--- src/rtl/dpw_pkg.sv ---
// Package: register map, field layouts and constants of the dual PWM block
package dpw_pkg;

   // ----------------------------------------------------------------------
   // Register indices (byte address is four times the index)
   // ----------------------------------------------------------------------
   localparam logic [5:0] IDX_DUTY_A_DIRECT = 6'h10;
   localparam logic [5:0] IDX_DUTY_A_LOCKED = 6'h11;
   localparam logic [5:0] IDX_DUTY_B_DIRECT = 6'h12;
   localparam logic [5:0] IDX_DUTY_B_LOCKED = 6'h13;
   localparam logic [5:0] IDX_CHANNEL_FIRST_CONTROL = 6'h14;
   localparam logic [5:0] IDX_CHANNEL_B_CONTROL = 6'h15;
   localparam logic [5:0] IDX_RATE = 6'h16;
   localparam logic [5:0] IDX_UPDATE = 6'h17;
   localparam logic [5:0] IDX_STATUS = 6'h18;

   // ----------------------------------------------------------------------
   // Field positions
   // ----------------------------------------------------------------------
   localparam int RATE_A_LSB = 0;
   localparam int RATE_B_LSB = 4;
   localparam int UPDATE_A_BIT = 0;
   localparam int UPDATE_B_BIT = 1;

   // ----------------------------------------------------------------------
   // Reset values
   // ----------------------------------------------------------------------
   localparam logic [7:0] CTL_RESET = 8'h00;
   localparam logic [3:0] RATE_RESET = 4'h0;
   localparam logic [1:0] UPDATE_RESET = 2'h0;
   localparam logic [31:0] WB_ZERO = 32'h00000000;

   // ----------------------------------------------------------------------
   // Timing: cycle counter terminal value and prescaler width
   // ----------------------------------------------------------------------
   localparam logic [7:0] CNT_LAST = 8'hFF;
   localparam int PRESC_W = 16;

   // ----------------------------------------------------------------------
   // Channel control register layout, MSB first
   // ----------------------------------------------------------------------
   typedef struct packed {
      logic       polarity;
      logic [2:0] mask_level;   // Bit 0 pin1/2, bit 1 pin3/4, bit 2 pin5/6
      logic       mask_enable;
      logic [2:0] steer;        // Same pin order as mask_level
   } dpw_ctl_type;

   // Pin drive pair carried together
   typedef struct packed {
      logic level;
      logic drive;
   } dpw_pin_type;

endpackage

--- src/rtl/dpw_top.sv ---
// Two-channel PWM generator with buffering, interlocks and pin steering
//
// Functional notes
// - Equal active rates make channels synchronous and add an A/B interlock.
// - Equal rates: a B duty write waits for an A duty write, then transfers.
// - Duty coupling between channels is off whenever the periods differ.
// - With equal rates a B control write waits for an A control write.
// - Control coupling between channels is off whenever the periods differ.
// - A/B and data/control interlocks may pend together, tracked apart.
// - Locked B duty write arms data/control lock; B control frees it.
// - Update bits clear: transfer at cycle end once all interlocks are met.
// - Update bit set: that channel transfers once its interlocks are met.
// - Direct duty writes arm no data/control lock; a direct B write arms the A/B one.
// - Locked A duty write arms channel A data/control interlock.
// - Unequal rates: channels independent, own buffering and interlock only.
// - Rate is buffered, not interlocked, and governs the next cycle.
// - Rate holds two 4-bit fields, each loaded at its channel's cycle end.
// - Generation continues normally in wait mode; no wait input exists.
// - Channel A goes to pin 1, pin 3 or pin 5 by its steer bits.
// - Mask enabled and steer clear: pin drives its mask level.
// - Duty writes land in the buffer; duty reads return the active value.
// - PWM reset stops counters and prescalers, frees pins, keeps duty.
// - Locked duty stays pending until its control write, then transfers at cycle end, or at once with update set.
//
// Register access over Wishbone is this design's own decision.
`timescale 1ns/100ps
`default_nettype none

module dpw_top #(
   parameter int CNT_W = 8,
   parameter int RATE_W = 4
) (
   // Clock and reset
   input wire logic clk_i,
   input wire logic rst_i,
   // Wishbone classic slave
   input wire logic [7:0] adr_i,
   input wire logic [31:0] dat_i,
   input wire logic [3:0] sel_i,
   input wire logic we_i,
   input wire logic cyc_i,
   input wire logic stb_i,
   output logic [31:0] dat_o,
   output logic ack_o,
   // Port pins 1..6 (index 0 = pin 1); enable high while PWM owns the pin
   output logic [5:0] pin_o,
   output logic [5:0] pin_oe_o
);

   // ----------------------------------------------------------------------
   // Declarations (channel 0 = A, channel 1 = B)
   // ----------------------------------------------------------------------
   logic ack_reg;
   logic [31:0] rdata_reg;
   logic [CNT_W-1:0] duty_buf_reg [2];
   logic [CNT_W-1:0] duty_act_reg [2];
   dpw_pkg::dpw_ctl_type ctl_buf_reg [2];
   dpw_pkg::dpw_ctl_type ctl_act_reg [2];
   logic [RATE_W-1:0] rate_buf_reg [2];
   logic [RATE_W-1:0] rate_act_reg [2];
   logic [1:0] update_reg;
   logic [1:0] data_dirty_reg;
   logic [1:0] ctl_dirty_reg;
   logic [1:0] dc_pend_reg;
   logic ab_data_pend_reg;
   logic ab_ctl_pend_reg;
   logic [dpw_pkg::PRESC_W-1:0] presc_reg [2];
   logic [CNT_W-1:0] cnt_reg [2];
   dpw_pkg::dpw_pin_type pin_reg [6];

   logic bus_req;
   logic wr_stb;
   logic [5:0] idx;
   logic [1:0] wr_duty;
   logic [1:0] wr_locked;
   logic [1:0] wr_ctl;
   logic rates_equal;
   logic preset;
   logic [1:0] presc_wrap;
   logic [1:0] cyc_end;
   logic [1:0] satisfied;
   logic [1:0] commit;
   logic [1:0] wave;
   logic [31:0] rdata_next;

   // ----------------------------------------------------------------------
   // Bus decode
   // ----------------------------------------------------------------------
   // A request is taken once; the ack cycle blocks a second take
   assign bus_req = cyc_i & stb_i & ~ack_reg;
   assign wr_stb = bus_req & we_i & sel_i[0];
   assign idx = adr_i[7:2];
   assign wr_duty[0] = wr_stb & ((idx == dpw_pkg::IDX_DUTY_A_DIRECT) |
                                 (idx == dpw_pkg::IDX_DUTY_A_LOCKED));
   assign wr_duty[1] = wr_stb & ((idx == dpw_pkg::IDX_DUTY_B_DIRECT) |
                                 (idx == dpw_pkg::IDX_DUTY_B_LOCKED));
   assign wr_locked[0] = wr_stb & (idx == dpw_pkg::IDX_DUTY_A_LOCKED);
   assign wr_locked[1] = wr_stb & (idx == dpw_pkg::IDX_DUTY_B_LOCKED);
   assign wr_ctl[0] = wr_stb & (idx == dpw_pkg::IDX_CHANNEL_FIRST_CONTROL);
   assign wr_ctl[1] = wr_stb & (idx == dpw_pkg::IDX_CHANNEL_B_CONTROL);

   // ----------------------------------------------------------------------
   // Channel status terms
   // ----------------------------------------------------------------------
   // Equality from active fields only, so it moves at cycle ends
   assign rates_equal = (rate_act_reg[0] == rate_act_reg[1]);

   // All mask enables and steer bits clear means PWM reset
   assign preset = ~(ctl_act_reg[0].mask_enable | (|ctl_act_reg[0].steer) |
                     ctl_act_reg[1].mask_enable |
                     (|ctl_act_reg[1].steer));

   // Per-channel cycle end, interlock state and transfer strobe
   always_comb begin
      for (int c = 0; c < 2; c++) begin
         presc_wrap[c] = (presc_reg[c] ==
                          dpw_pkg::PRESC_W'((32'h1 << rate_act_reg[c]) - 1));
         // In reset no cycle runs, so buffered values pass at once
         cyc_end[c] = preset |
                      (presc_wrap[c] & (cnt_reg[c] == dpw_pkg::CNT_LAST));
         // A/B flags only count while the rates match
         satisfied[c] = ~dc_pend_reg[c] &
                        (~rates_equal |
                         ~(ab_data_pend_reg | ab_ctl_pend_reg));
         commit[c] = satisfied[c] &
                     (update_reg[c] | cyc_end[c]);
         wave[c] = (cnt_reg[c] < duty_act_reg[c]) ^
                   ctl_act_reg[c].polarity;
      end
   end

   // ----------------------------------------------------------------------
   // Buffer registers written by software
   // ----------------------------------------------------------------------
   // Duty buffers carry no reset: their contents survive every reset
   always_ff @(posedge clk_i) begin
      for (int c = 0; c < 2; c++) begin
         if (wr_duty[c]) begin
            duty_buf_reg[c] <= dat_i[CNT_W-1:0];
         end
      end
   end

   // Control, rate and update buffers
   always_ff @(posedge clk_i) begin
      if (rst_i) begin
         ctl_buf_reg[0] <= dpw_pkg::CTL_RESET;
         ctl_buf_reg[1] <= dpw_pkg::CTL_RESET;
         rate_buf_reg[0] <= dpw_pkg::RATE_RESET;
         rate_buf_reg[1] <= dpw_pkg::RATE_RESET;
         update_reg <= dpw_pkg::UPDATE_RESET;
      end else begin
         for (int c = 0; c < 2; c++) begin
            if (wr_ctl[c]) begin
               ctl_buf_reg[c] <= dat_i[7:0];
            end
         end
         if (wr_stb && idx == dpw_pkg::IDX_RATE) begin
            rate_buf_reg[0] <= dat_i[dpw_pkg::RATE_A_LSB +: RATE_W];
            rate_buf_reg[1] <= dat_i[dpw_pkg::RATE_B_LSB +: RATE_W];
         end
         if (wr_stb && idx == dpw_pkg::IDX_UPDATE) begin
            update_reg[0] <= dat_i[dpw_pkg::UPDATE_A_BIT];
            update_reg[1] <= dat_i[dpw_pkg::UPDATE_B_BIT];
         end
      end
   end

   // ----------------------------------------------------------------------
   // Dirty flags: a new write wins over a transfer in the same cycle
   // ----------------------------------------------------------------------
   always_ff @(posedge clk_i) begin
      if (rst_i) begin
         data_dirty_reg <= 2'h0;
         ctl_dirty_reg <= 2'h0;
      end else begin
         for (int c = 0; c < 2; c++) begin
            if (wr_duty[c]) begin
               data_dirty_reg[c] <= 1'b1;
            end else if (commit[c]) begin
               data_dirty_reg[c] <= 1'b0;
            end
            if (wr_ctl[c]) begin
               ctl_dirty_reg[c] <= 1'b1;
            end else if (commit[c]) begin
               ctl_dirty_reg[c] <= 1'b0;
            end
         end
      end
   end

   // ----------------------------------------------------------------------
   // Data/control interlock per channel
   // ----------------------------------------------------------------------
   // Armed by a locked-address write, released by that channel's control
   always_ff @(posedge clk_i) begin
      if (rst_i) begin
         dc_pend_reg <= 2'h0;
      end else begin
         for (int c = 0; c < 2; c++) begin
            if (wr_locked[c]) begin
               dc_pend_reg[c] <= 1'b1;
            end else if (wr_ctl[c]) begin
               dc_pend_reg[c] <= 1'b0;
            end
         end
      end
   end

   // ----------------------------------------------------------------------
   // Channel A/B interlock
   // ----------------------------------------------------------------------
   // Both address kinds count; only channel A writes or unequal rates release it
   always_ff @(posedge clk_i) begin
      if (rst_i) begin
         ab_data_pend_reg <= 1'b0;
         ab_ctl_pend_reg <= 1'b0;
      end else if (!rates_equal) begin
         ab_data_pend_reg <= 1'b0;
         ab_ctl_pend_reg <= 1'b0;
      end else begin
         if (wr_duty[1]) begin
            ab_data_pend_reg <= 1'b1;
         end else if (wr_duty[0]) begin
            ab_data_pend_reg <= 1'b0;
         end
         if (wr_ctl[1]) begin
            ab_ctl_pend_reg <= 1'b1;
         end else if (wr_ctl[0]) begin
            ab_ctl_pend_reg <= 1'b0;
         end
      end
   end

   // ----------------------------------------------------------------------
   // Active registers
   // ----------------------------------------------------------------------
   // Duty moves only on a transfer, never on reset
   always_ff @(posedge clk_i) begin
      for (int c = 0; c < 2; c++) begin
         if (commit[c] && data_dirty_reg[c]) begin
            duty_act_reg[c] <= duty_buf_reg[c];
         end
      end
   end

   // Control cleared by reset; rate follows each channel's own cycle
   always_ff @(posedge clk_i) begin
      if (rst_i) begin
         ctl_act_reg[0] <= dpw_pkg::CTL_RESET;
         ctl_act_reg[1] <= dpw_pkg::CTL_RESET;
         rate_act_reg[0] <= dpw_pkg::RATE_RESET;
         rate_act_reg[1] <= dpw_pkg::RATE_RESET;
      end else begin
         for (int c = 0; c < 2; c++) begin
            if (commit[c] && ctl_dirty_reg[c]) begin
               ctl_act_reg[c] <= ctl_buf_reg[c];
            end
            // No interlock on rate, so no glitch mid-cycle
            if (cyc_end[c]) begin
               rate_act_reg[c] <= rate_buf_reg[c];
            end
         end
      end
   end

   // ----------------------------------------------------------------------
   // Prescaler and 8-bit cycle counter per channel
   // ----------------------------------------------------------------------
   // Runs whatever the processor's power mode; only reset or PWM reset stops it
   always_ff @(posedge clk_i) begin
      if (rst_i || preset) begin
         for (int c = 0; c < 2; c++) begin
            presc_reg[c] <= '0;
            cnt_reg[c] <= '0;
         end
      end else begin
         for (int c = 0; c < 2; c++) begin
            if (presc_wrap[c]) begin
               presc_reg[c] <= '0;
               cnt_reg[c] <= cnt_reg[c] + 1'b1;
            end else begin
               presc_reg[c] <= presc_reg[c] + 1'b1;
            end
         end
      end
   end

   // ----------------------------------------------------------------------
   // Pin steering: pin index 2*j+c, A on odd pins, B on even pins
   // ----------------------------------------------------------------------
   for (genvar c = 0; c < 2; c++) begin : g_chan
      for (genvar j = 0; j < 3; j++) begin : g_pin
         always_ff @(posedge clk_i) begin
            if (rst_i || preset) begin
               pin_reg[2*j+c] <= '0;
            end else if (ctl_act_reg[c].steer[j]) begin
               pin_reg[2*j+c].drive <= 1'b1;
               pin_reg[2*j+c].level <= wave[c];
            end else begin
               pin_reg[2*j+c].drive <= ctl_act_reg[c].mask_enable;
               pin_reg[2*j+c].level <= ctl_act_reg[c].mask_enable &
                                       ctl_act_reg[c].mask_level[j];
            end
         end
         assign pin_o[2*j+c] = pin_reg[2*j+c].level;
         assign pin_oe_o[2*j+c] = pin_reg[2*j+c].drive;
      end
   end

   // ----------------------------------------------------------------------
   // Read mux: duty reads return the active value
   // ----------------------------------------------------------------------
   always_comb begin
      rdata_next = dpw_pkg::WB_ZERO;
      unique case (idx)
         dpw_pkg::IDX_DUTY_A_DIRECT,
         dpw_pkg::IDX_DUTY_A_LOCKED: begin
            rdata_next[CNT_W-1:0] = duty_act_reg[0];
         end
         dpw_pkg::IDX_DUTY_B_DIRECT,
         dpw_pkg::IDX_DUTY_B_LOCKED: begin
            rdata_next[CNT_W-1:0] = duty_act_reg[1];
         end
         dpw_pkg::IDX_CHANNEL_FIRST_CONTROL: begin
            rdata_next[7:0] = ctl_buf_reg[0];
         end
         dpw_pkg::IDX_CHANNEL_B_CONTROL: begin
            rdata_next[7:0] = ctl_buf_reg[1];
         end
         dpw_pkg::IDX_RATE: begin
            rdata_next[dpw_pkg::RATE_A_LSB +: RATE_W] = rate_buf_reg[0];
            rdata_next[dpw_pkg::RATE_B_LSB +: RATE_W] = rate_buf_reg[1];
         end
         dpw_pkg::IDX_UPDATE: begin
            rdata_next[1:0] = update_reg;
         end
         dpw_pkg::IDX_STATUS: begin
            rdata_next[7:0] = {preset, rates_equal, ab_ctl_pend_reg,
                               ab_data_pend_reg, ctl_dirty_reg[1],
                               data_dirty_reg[1], dc_pend_reg};
         end
         default: begin
            rdata_next = dpw_pkg::WB_ZERO; // Unmapped reads as zero
         end
      endcase
   end

   // ----------------------------------------------------------------------
   // Wishbone answer: ack one cycle after the request, for one cycle
   // ----------------------------------------------------------------------
   always_ff @(posedge clk_i) begin
      if (rst_i) begin
         ack_reg <= 1'b0;
         rdata_reg <= dpw_pkg::WB_ZERO;
      end else begin
         ack_reg <= bus_req;
         if (bus_req && !we_i) begin
            rdata_reg <= rdata_next;
         end
      end
   end

   assign ack_o = ack_reg;
   assign dat_o = rdata_reg;

endmodule

`default_nettype wire

--- config.mk ---
export PLATFORM = sky130hd
export DESIGN_NAME = dpw_top
export DESIGN_NICKNAME = d
export VERILOG_FILES = /design/src/rtl/dpw_pkg.sv /design/src/rtl/dpw_top.sv
export SDC_FILE = /design/constraint.sdc
export NUM_CORES = 1
export LEC_CHECK = 0
export ABC_CLOCK_PERIOD_IN_PS = 5100
export BUFFER_PORTS_ARGS = -buffer_cell sky130_fd_sc_hd__buf_2
export CAP_MARGIN = 20
export CORE_ASPECT_RATIO = 1.25
export CORE_MARGIN = 8
export CORE_UTILIZATION = 55
export CTS_CLUSTER_DIAMETER = 60
export DETAILED_ROUTE_END_ITERATION = 10
export HOLD_SLACK_MARGIN = 0.12
export PLACE_DENSITY = 0.84
export REMOVE_ABC_BUFFERS = 1
export SYNTH_ARGS = -nofsm -noshare
export SYNTH_HDL_FRONTEND = slang
export SYNTH_SLANG_ARGS = --single-unit
--- constraint.sdc ---
create_clock -name clk_i -period 5.1 [get_ports clk_i]
set_input_delay 0 -clock clk_i [delete_from_list [all_inputs] [get_ports clk_i]]
set_output_delay 0 -clock clk_i [all_outputs]
set_load 0.02 [all_outputs]
==> impl_metrics.env, run 1 <==
export IMPL_hpwl_mm=13.8
export IMPL_wl_per_cell_um=16.7
export IMPL_syn_to_final_growth_pct=11.7
export IMPL_power_density_cell_area_mw_per_mm2=296
export IMPL_min_path_cells=3
export IMPL_min_period_over_period_pct=82.4
export IMPL_synth_edf_count=140
export IMPL_grt_first_pass_wirelength_mm=32.1
export IMPL_syn_area_per_cell_um2=10.6
export IMPL_rsz0062_at_grt="false"
export IMPL_finalWeightedCongestion=0.908
export IMPL_crit_top_cell="buf_4"
export IMPL_yosysTopAreaCell="edfxtp_1"
export IMPL_synth_top_area_share_pct=45.9
export IMPL_numPortBuffers=40
export IMPL_placed_area_mm2=0.00950
export IMPL_nets=1014
export IMPL_fmax_mhz=238
export IMPL_regArea_mm2=0.00458
export IMPL_grt_pass1_vias=6495
export IMPL_synth_area_mm2=0.00916
export IMPL_hold_path_class="input pin to flop"
export IMPL_ys_warn_count=0
export IMPL_reg2regPathDepth=12
export IMPL_design_area_mm2=0.0102
export IMPL_cts_made_buffers=17
export IMPL_timing_rr_end="ctl_act_reg[0][3]"
export IMPL_multi_input_area_mm2=0.00418
export IMPL_regToRegStartpoint="rate_act_reg[0][2]"
export IMPL_p_sw_share_pct=25.6
export IMPL_crit_family="compound AO/OA/AOI/OAI gates"
export IMPL_routed_wl_mm=19.6
export IMPL_ir_drop_v=0.000242
export IMPL_cts_sinks=159
export IMPL_core_mm2=0.0163
export IMPL_io_pins=94
export IMPL_dr_pass1_iters=5
export IMPL_internal_power_uw=2250
export IMPL_clock_path_buffers=2
export IMPL_vias_per_cell=5.75
export IMPL_p_leak_uw=0.00386
export IMPL_pwr_share_seq_pct=50.0
export IMPL_p_comb_share_pct=9.1
export IMPL_insertion_delay_ns=0.43
export IMPL_worst_pin_slew_ns=1.07
export IMPL_yosys_top_cells_area="edfxtp_1, dfxtp_1, nor2_1, xnor2_1, ha_1"
export IMPL_cp_cell_sequence="buf_4, nor2_1, nand3b_1, ha_1, or4b_1, a21oi_1, o21ai_0, a222oi_1, a311o_1, nand3_2, buf_4, a211oi_1"
export IMPL_ant_nets=0
export IMPL_stdcell_count=1174
export IMPL_hold_viol=0
export IMPL_worstHoldStart="adr_i[4]"
export IMPL_grt_use_total_pct=18.9
export IMPL_cp_arrival_ns=4.43
export IMPL_n_fill_cell=1268
export IMPL_n_antenna_cell=0
export IMPL_reg2reg_slack_ns=0.90
export IMPL_crit_buf_inv=2
export IMPL_final_cell_mix="edfxtp_1, nor2_1, conb_1"
export IMPL_die_area_mm2=0.0211
export IMPL_crit_path_top_delay_cell="or4b_1"
export IMPL_status="finished clean"
export IMPL_htreeDepth=4
export IMPL_post_cts_setup_buffers=0
export IMPL_power_uw=3030
export IMPL_largest_reg_flops=32
export IMPL_drc=0
export IMPL_power_switching_uw=776
export IMPL_dpl_worst_slack_ns=0.907
export IMPL_path_class="flop to flop"
export IMPL_cp_slowest_stage_delay_ns=0.58
export IMPL_ys_types=80
export IMPL_slew_violations=0
export IMPL_cts_tree="done"
export IMPL_max_cap_violations=0
export IMPL_layout_commonest_cell="edfxtp_1"
export IMPL_drt_initial_drc_count=690
export IMPL_ctsRootBufferMaster="clkbuf_16"
export IMPL_clk_pin_slew_ns=0.07
export IMPL_initial_utilization_pct=56.3
export IMPL_critPathLaunchType="flop"
export IMPL_synthCells=867
export IMPL_path_depth=12
export IMPL_ys_ff_latch=159
export IMPL_slew_headroom_pct=27.9
export IMPL_worst_setup_path_end_kind="flop"
export IMPL_globalRoute_totalOverflow=0
export IMPL_finalSetupViolCount=0
export IMPL_grt_max_degree=60
export IMPL_finClkSkew_ns=0.0124
export IMPL_yosys_most_used_dff="edfxtp_1"
export IMPL_fin_ws_ns=0.899
export IMPL_tns_ns=0
export IMPL_die_y_um=160
export IMPL_clkPwrFrac_pct=40.9
export IMPL_cts_resized=0
export IMPL_vias=6746
export IMPL_drive_above_1_share_pct=12.7
export IMPL_antenna_found_initial=0
export IMPL_die_x_um=131
export IMPL_post_route_min_period_ns=4.20
export IMPL_std_cell_rows=52
export IMPL_yosysSeqAreaShare_pct=50.1
export IMPL_dp_cells=1127
export IMPL_synthArstFlopShare_pct=0
export IMPL_min_to="dc_pend_reg[0]"
export IMPL_path_max_fanout=28
export IMPL_critPathRequiredTime_ns=5.33
layer usage:
metal | wire length, µm | share of wire (%) | track usage [%]
met1 | 8020 | 41 | 22.3
met4 | 518 | 2.6 | 8.53
met3 | 1160 | 5.9 | 3.20
met5 | 0 | 0 | 0
met2 | 9910 | 51 | 32.9
timing repair:
action	4_1_cts	5_1_grt
hold buffers	15	0
endpoints found under the setup margin	0	0
hold endpoints to repair	51	0
cell families after synthesis:
group	Yosys count	synth area share [%]
muxes	12	1.31
DFF	159	50.1
and+or+nand+nor	340	20.3
AOI/OAI and AO/OA	161	13.4
xor gates and xnor gates	53	5.07
adders and majority gates	20	2.73
other	2	0.0820
buffers and inverters	120	7.02
power groups by stage:
stage                     registers [µW]  logic (µW)  clock network, µW
after floorplan                     1550         164                  0
final                               1510         277               1240
after CTS                           1510         273               1250
after global routing                1520         306               1300
after detailed placement            1540         262                  0
after global placement              1540         256                  0
worst max-delay path by stage:
| stage | slack, ns | from | to |
|---|---|---|---|
| floorplan | 1.22 | rate_act_reg[0][2] | ctl_act_reg[0][0] |
| global placement | 0.95 | rate_act_reg[0][5] | ctl_act_reg[0][12] |
| detailed placement | 0.91 | rate_act_reg[0][2] | ctl_act_reg[0][3] |
| CTS | 0.90 | rate_act_reg[0][2] | ctl_act_reg[0][3] |
| global route | 0.55 | rate_act_reg[0][2] | ctl_act_reg[0][3] |
| finish | 0.90 | rate_act_reg[0][2] | ctl_act_reg[0][3] |
synth_stat cells, types with 3 or more instances:
cell type    n
nor4bb_1     3
and2_1      30
buf_6        7
a21o_1       6
nor3b_1     12
inv_1       44
nor2_4       6
a211oi_1    12
xnor2_1     30
o21bai_1     4
a21oi_1     25
a222oi_1     5
clkbuf_1    23
nand4_1     11
nand4b_1     7
xor2_1      23
a2111oi_0    3
buf_4       30
nand2b_1    16
nor3_1      12
or4_1        4
a31oi_1      8
o21ai_0     23
dfxtp_1     19
nor2b_1      5
nor4_1       4
nand3_1     38
ha_1        20
nor2_1      94
a311oi_1     8
o211ai_1    11
nor2_2       4
edfxtp_1   140
nand3b_1     3
o21a_1       6
mux2i_1     12
or3_1        5
a221oi_1     7
and3_1      21
or2_2        6
nand2_1     44
a211oi_2    10
buf_2       13
o211a_1      3
worst min-delay path: stages:
cell and delay, ns:
buf_2 0.23, o21a_1 0.23, nor2_1 0.07
per-stage QoR:
stage	utilization (%)	hold WS (ns)
3_5_place_dp	58.4	0.267
3_3_place_gp	58.4	0.265
2_1_floorplan	-	0.0691
4_1_cts	62.9	0.123
5_1_grt	62.9	0.187
6_report	62.9	0.143
area by class of cell:
type	count	area share, %
sequential	159	44.8
multi-input combinational	654	40.8
timing repair buffer	68	4.38
clock buffer	17	4.16
tap	216	2.64
inverter	45	1.65
clock inverter	15	1.52
(Power assumes the default switching activity.)
==> run 2, diff against run 1 <==
--- a/config.mk
+++ b/config.mk
@@ -5,7 +5,7 @@
 export SDC_FILE = /design/constraint.sdc
 export NUM_CORES = 1
 export LEC_CHECK = 0
-export ABC_CLOCK_PERIOD_IN_PS = 5100
+export ABC_CLOCK_PERIOD_IN_PS = 3900
 export BUFFER_PORTS_ARGS = -buffer_cell sky130_fd_sc_hd__buf_2
 export CAP_MARGIN = 20
 export CORE_ASPECT_RATIO = 1.25
==> constraint.sdc (replaced) <==
create_clock -name clk_i -period 3.9 [get_ports clk_i]
set_input_delay 0 -clock clk_i [delete_from_list [all_inputs] [get_ports clk_i]]
set_output_delay 0 -clock clk_i [all_outputs]
set_load 0.02 [all_outputs]
==> impl_metrics.env, run 2 (same netlist as run 1, synthesis figures left out) <==
export IMPL_largest_reg_flops=32
export IMPL_clock_path_buffers=2
export IMPL_cp_arrival_ns=3.97
export IMPL_finClkSkew_ns=0.00898
export IMPL_crit_family="compound AO/OA/AOI/OAI gates"
export IMPL_die_area_mm2=0.0211
export IMPL_antenna_found_initial=0
export IMPL_insertion_delay_ns=0.43
export IMPL_final_cell_mix="edfxtp_1, nor2_1, conb_1"
export IMPL_cts_tree="done"
export IMPL_ir_drop_v=0.000326
export IMPL_drive_above_1_share_pct=13.4
export IMPL_grt_max_degree=31
export IMPL_grt_pass1_vias=6698
export IMPL_dp_cells=1135
export IMPL_wl_per_cell_um=17.4
export IMPL_finalSetupViolCount=0
export IMPL_fin_util_pct=63.1
export IMPL_initial_utilization_pct=56.3
export IMPL_crit_path_top_delay_cell="a2111o_1"
export IMPL_tns_ns=0
export IMPL_dr_pass1_iters=5
export IMPL_ctsRootBufferMaster="clkbuf_16"
export IMPL_slew_violations=0
export IMPL_std_cell_rows=52
export IMPL_path_max_fanout=13
export IMPL_stdcell_count=1182
export IMPL_globalRoute_totalOverflow=0
export IMPL_placed_area_mm2=0.00956
export IMPL_drt_initial_drc_count=743
export IMPL_grt_use_total_pct=19.5
export IMPL_n_antenna_cell=0
export IMPL_path_class="flop to flop"
export IMPL_ant_nets=0
export IMPL_numPortBuffers=40
export IMPL_design_area_mm2=0.0103
export IMPL_crit_top_cell="buf_4"
export IMPL_hold_viol=0
export IMPL_io_pins=94
export IMPL_critPathLaunchType="flop"
export IMPL_hold_path_class="input pin to flop"
export IMPL_post_route_min_period_ns=3.71
export IMPL_drc=0
export IMPL_min_period_over_period_pct=95.2
export IMPL_hpwl_mm=14.4
export IMPL_die_x_um=131
export IMPL_p_leak_uw=0.00388
export IMPL_fmax_mhz=269
export IMPL_status="finished clean"
export IMPL_post_cts_setup_buffers=0
export IMPL_critPathRequiredTime_ns=4.16
export IMPL_clk_pin_slew_ns=0.06
export IMPL_power_density_cell_area_mw_per_mm2=379
export IMPL_n_fill_cell=1266
export IMPL_rsz0062_at_grt="false"
export IMPL_vias=6812
export IMPL_crit_buf_inv=3
export IMPL_worst_pin_slew_ns=1.15
export IMPL_cp_slowest_stage_delay_ns=0.52
export IMPL_slew_headroom_pct=23.0
export IMPL_cp_cell_sequence="nor4_2, inv_1, ha_1, buf_4, nor3b_1, o211a_1, a221oi_1, a311oi_1, nand4b_1, a2111o_1, buf_4, a211oi_1"
export IMPL_cts_sinks=159
export IMPL_nets=1023
export IMPL_core_mm2=0.0163
export IMPL_vias_per_cell=5.76
export IMPL_layout_commonest_cell="edfxtp_1"
export IMPL_cts_made_buffers=17
export IMPL_die_y_um=160
export IMPL_grt_first_pass_wirelength_mm=33.1
export IMPL_syn_to_final_growth_pct=12.1
export IMPL_worst_setup_path_end_kind="flop"
export IMPL_routed_wl_mm=20.5
export IMPL_max_cap_violations=0
export IMPL_finalWeightedCongestion=0.921
export IMPL_htreeDepth=4
[run 2: per-stage QoR]
stage	total power (µW)	hold WS, ns	worst slack, ns
floorplan	2240	0.0691	0.0241
global placement	2350	0.274	0.282
detailed placement	2370	0.267	0.211
CTS	3880	0.121	0.126
global route	4010	0.174	0.00298
finish	3890	0.138	0.189
[run 2: worst register-to-register path, cell delays in order, from the launching register on]
cell      delay, ns
edfxtp_1       0.43
nor4_2         0.40
inv_1          0.09
ha_1           0.35
buf_4          0.23
nor3b_1        0.27
o211a_1        0.19
a221oi_1       0.06
a311oi_1       0.25
nand4b_1       0.25
a2111o_1       0.52
buf_4          0.24
a211oi_1       0.26
[run 2: metal layers]
| layer | up-vias | share of wire (%) | GRT usage, % |
|---|---|---|---|
| li1 | 3265 | - | - |
| met1 | 3225 | 40 | 22.9 |
| met2 | 273 | 50 | 33.4 |
| met3 | 49 | 6.7 | 4.02 |
| met4 | 0 | 3.2 | 9.37 |
| met5 | - | 0 | 0 |
[run 2: repair_timing]
action,4_1_cts,5_1_grt
endpoints found under the setup margin,0,29
hold buffers,16,0
hold endpoints to repair,52,0
resized for setup,0,2
[run 2: final timing paths]
| path | slack [ns] | endpoint | startpoint | cells past startpoint |
|---|---|---|---|---|
| max reg2reg | 0.19 | ctl_act_reg[0][1] | rate_act_reg[0][5] | 12 |
| max | 0.19 | ctl_act_reg[0][1] | rate_act_reg[0][5] | 12 |
| min | 0.14 | update_reg[1] | adr_i[5] | 5 |
| min reg2reg | 0.42 | duty_act_reg[0][3] | duty_buf_reg[0][3] | 0 |
[run 2: final cells by class]
class                           count  area (µm²)  share of cell area (%)
Sequential cell                   159        4580                    44.7
Timing Repair Buffer               77         518                    5.05
Multi-Input combinational cell    654        4180                    40.8
Tap cell                          216         270                    2.63
Inverter                           45         169                    1.65
Clock inverter                     12         104                    1.01
Clock buffer                       19         433                    4.22
[run 2: where the power goes]
part / switching [µW] / total [µW] / leakage (µW) / internal [µW]
Clock: 707 / 1530 / 0.000259 / 827
Sequential: 68.1 / 1980 / 0.00155 / 1910
Combinational: 231 / 373 / 0.00208 / 141
Total: 1010 / 3890 / 0.00388 / 2880
==> run 3, diff against run 2 <==
--- a/config.mk
+++ b/config.mk
@@ -15,7 +15,6 @@
 export DETAILED_ROUTE_END_ITERATION = 10
 export HOLD_SLACK_MARGIN = 0.12
 export PLACE_DENSITY = 0.84
-export REMOVE_ABC_BUFFERS = 1
 export SYNTH_ARGS = -nofsm -noshare
 export SYNTH_HDL_FRONTEND = slang
 export SYNTH_SLANG_ARGS = --single-unit
==> impl_metrics.env, run 3 (same netlist as run 1, synthesis figures left out) <==
export IMPL_finClkSkew_ns=0.0109
export IMPL_numPortBuffers=40
export IMPL_vias=6880
export IMPL_worst_setup_path_end_kind="flop"
export IMPL_critPathRequiredTime_ns=4.14
export IMPL_cts_made_buffers=17
export IMPL_crit_path_top_delay_cell="or4b_1"
export IMPL_dpl_worst_slack_ns=0.260
export IMPL_rsz0062_at_grt="true"
export IMPL_dr_pass1_iters=7
export IMPL_drt_initial_drc_count=596
export IMPL_ant_nets=0
export IMPL_ctsRootBufferMaster="clkbuf_16"
export IMPL_largest_reg_flops=32
export IMPL_cts_tree="done"
export IMPL_core_mm2=0.0163
export IMPL_cp_slowest_stage_delay_ns=0.56
export IMPL_status="finished clean"
export IMPL_crit_top_cell="buf_4"
export IMPL_die_y_um=160
export IMPL_min_period_over_period_pct=93.5
export IMPL_regToRegStartpoint="rate_act_reg[0][1]"
export IMPL_drive_above_1_share_pct=13.8
export IMPL_crit_buf_inv=2
export IMPL_path_class="flop to flop"
export IMPL_critPathLaunchType="flop"
export IMPL_io_pins=94
export IMPL_layout_commonest_cell="edfxtp_1"
export IMPL_crit_family="compound AO/OA/AOI/OAI gates"
export IMPL_path_max_fanout=16
export IMPL_worstHoldStart="adr_i[4]"
export IMPL_slew_headroom_pct=34.9
export IMPL_critPathLaunch="rate_act_reg[0][1]"
export IMPL_cp_cell_sequence="nor2_1, nand3b_1, ha_1, or4b_1, a21oi_1, o21ai_0, a222oi_1, buf_4, a311o_1, nand3_2, buf_4, a211oi_1"
export IMPL_hold_viol=0
export IMPL_worst_pin_slew_ns=0.969
export IMPL_p_leak_uw=0.00395
export IMPL_drc=0
export IMPL_nets=1028
export IMPL_cts_sinks=159
export IMPL_post_route_min_period_ns=3.65
export IMPL_slew_violations=0
export IMPL_fin_ws_ns=0.253
export IMPL_clk_pin_slew_ns=0.06
export IMPL_die_area_mm2=0.0211
export IMPL_grt_first_pass_wirelength_mm=33.2
export IMPL_hold_path_class="input pin to flop"
export IMPL_initial_utilization_pct=56.3
export IMPL_power_uw=4110
export IMPL_power_density_cell_area_mw_per_mm2=396
export IMPL_grt_pass1_vias=6606
export IMPL_vias_per_cell=5.79
export IMPL_grt_max_degree=42
export IMPL_routed_wl_mm=20.4
export IMPL_tns_ns=0
export IMPL_clock_path_buffers=2
export IMPL_ir_drop_v=0.000299
export IMPL_insertion_delay_ns=0.43
export IMPL_max_cap_violations=0
export IMPL_globalRoute_totalOverflow=0
export IMPL_fmax_mhz=274
export IMPL_grt_use_total_pct=19.3
export IMPL_syn_to_final_growth_pct=13.4
export IMPL_std_cell_rows=52
export IMPL_n_antenna_cell=0
export IMPL_hpwl_mm=14.2
export IMPL_die_x_um=131
export IMPL_finalWeightedCongestion=0.866
export IMPL_final_cell_mix="edfxtp_1, nor2_1, conb_1"
export IMPL_antenna_found_initial=0
export IMPL_cp_arrival_ns=3.88
export IMPL_htreeDepth=4
export IMPL_finalSetupViolCount=0
export IMPL_wl_per_cell_um=17.1
-- run 3: cell count changes in the layout (fill, tap and decap cells not counted), moves of 2 or more --
cell,previous run,this run
buf_4,21,25
clkinvlp_4,2,0
clkbuf_1,2,0
bufinv_16,0,3
-- run 3: worst paths after layout --
kind	to	slack (ns)	cells past startpoint
worst max-delay path	ctl_act_reg[0][2]	0.25	12
worst min-delay path	dc_pend_reg[0]	0.16	3
worst max register to register	ctl_act_reg[0][2]	0.25	12
worst min register to register	duty_act_reg[0][0]	0.42	0
-- run 3: layout make-up --
class                      count  area [µm²]
timing repair buffer          82         558
clock buffer                  17         425
multi-input combinational    654        4180
tap                          216         270
clock inverter                15         198
inverter                      45         169
sequential                   159        4580
fill                        1239        5880
-- run 3: power breakdown --
| part | total [µW] | internal (µW) | switching [µW] |
|---|---|---|---|
| logic | 376 | 145 | 231 |
| registers | 1980 | 1910 | 66.0 |
| clock network | 1760 | 1030 | 729 |
| total | 4110 | 3090 | 1030 |
-- run 3: repair_timing --
item / CTS / global route
buffers inserted: 0 / 1
endpoints found under the hold margin: 55 / 0
gates resized for setup: 0 / 2
setup endpoints to repair: 0 / 51
hold buffers: 17 / 0
-- run 3: worst reg2reg max path, stage by stage (launching register included) --
cell	delay [ns]
edfxtp_1	0.39
nor2_1	0.29
nand3b_1	0.13
ha_1	0.35
or4b_1	0.56
a21oi_1	0.19
o21ai_0	0.12
a222oi_1	0.35
buf_4	0.19
a311o_1	0.28
nand3_2	0.13
buf_4	0.23
a211oi_1	0.26
-- run 3: stage by stage --
step | area [µm²] | utilization, % | std cells | hold WS [ns]
after global routing | 10400 | 63.9 | 1188 | 0.181
after detailed placement | 9580 | 58.9 | 1138 | 0.254
after CTS | 10400 | 63.8 | 1187 | 0.130
after floorplan | 9400 | - | 933 | 0.0989
after global placement | 9580 | 58.9 | 1138 | 0.252
final | 10400 | 63.9 | 1188 | 0.157
-- run 3: routing by layer --
| metal | vias up | wire (µm) | share of wire, % | GRT usage, % |
|---|---|---|---|---|
| met5 | - | 0 | 0 | 0 |
| met4 | 0 | 855 | 4.2 | 10.6 |
| met3 | 56 | 1080 | 5.3 | 3.67 |
| met2 | 269 | 10600 | 52 | 34.1 |
| met1 | 3281 | 7890 | 39 | 21.7 |
| li1 | 3274 | - | - | - |
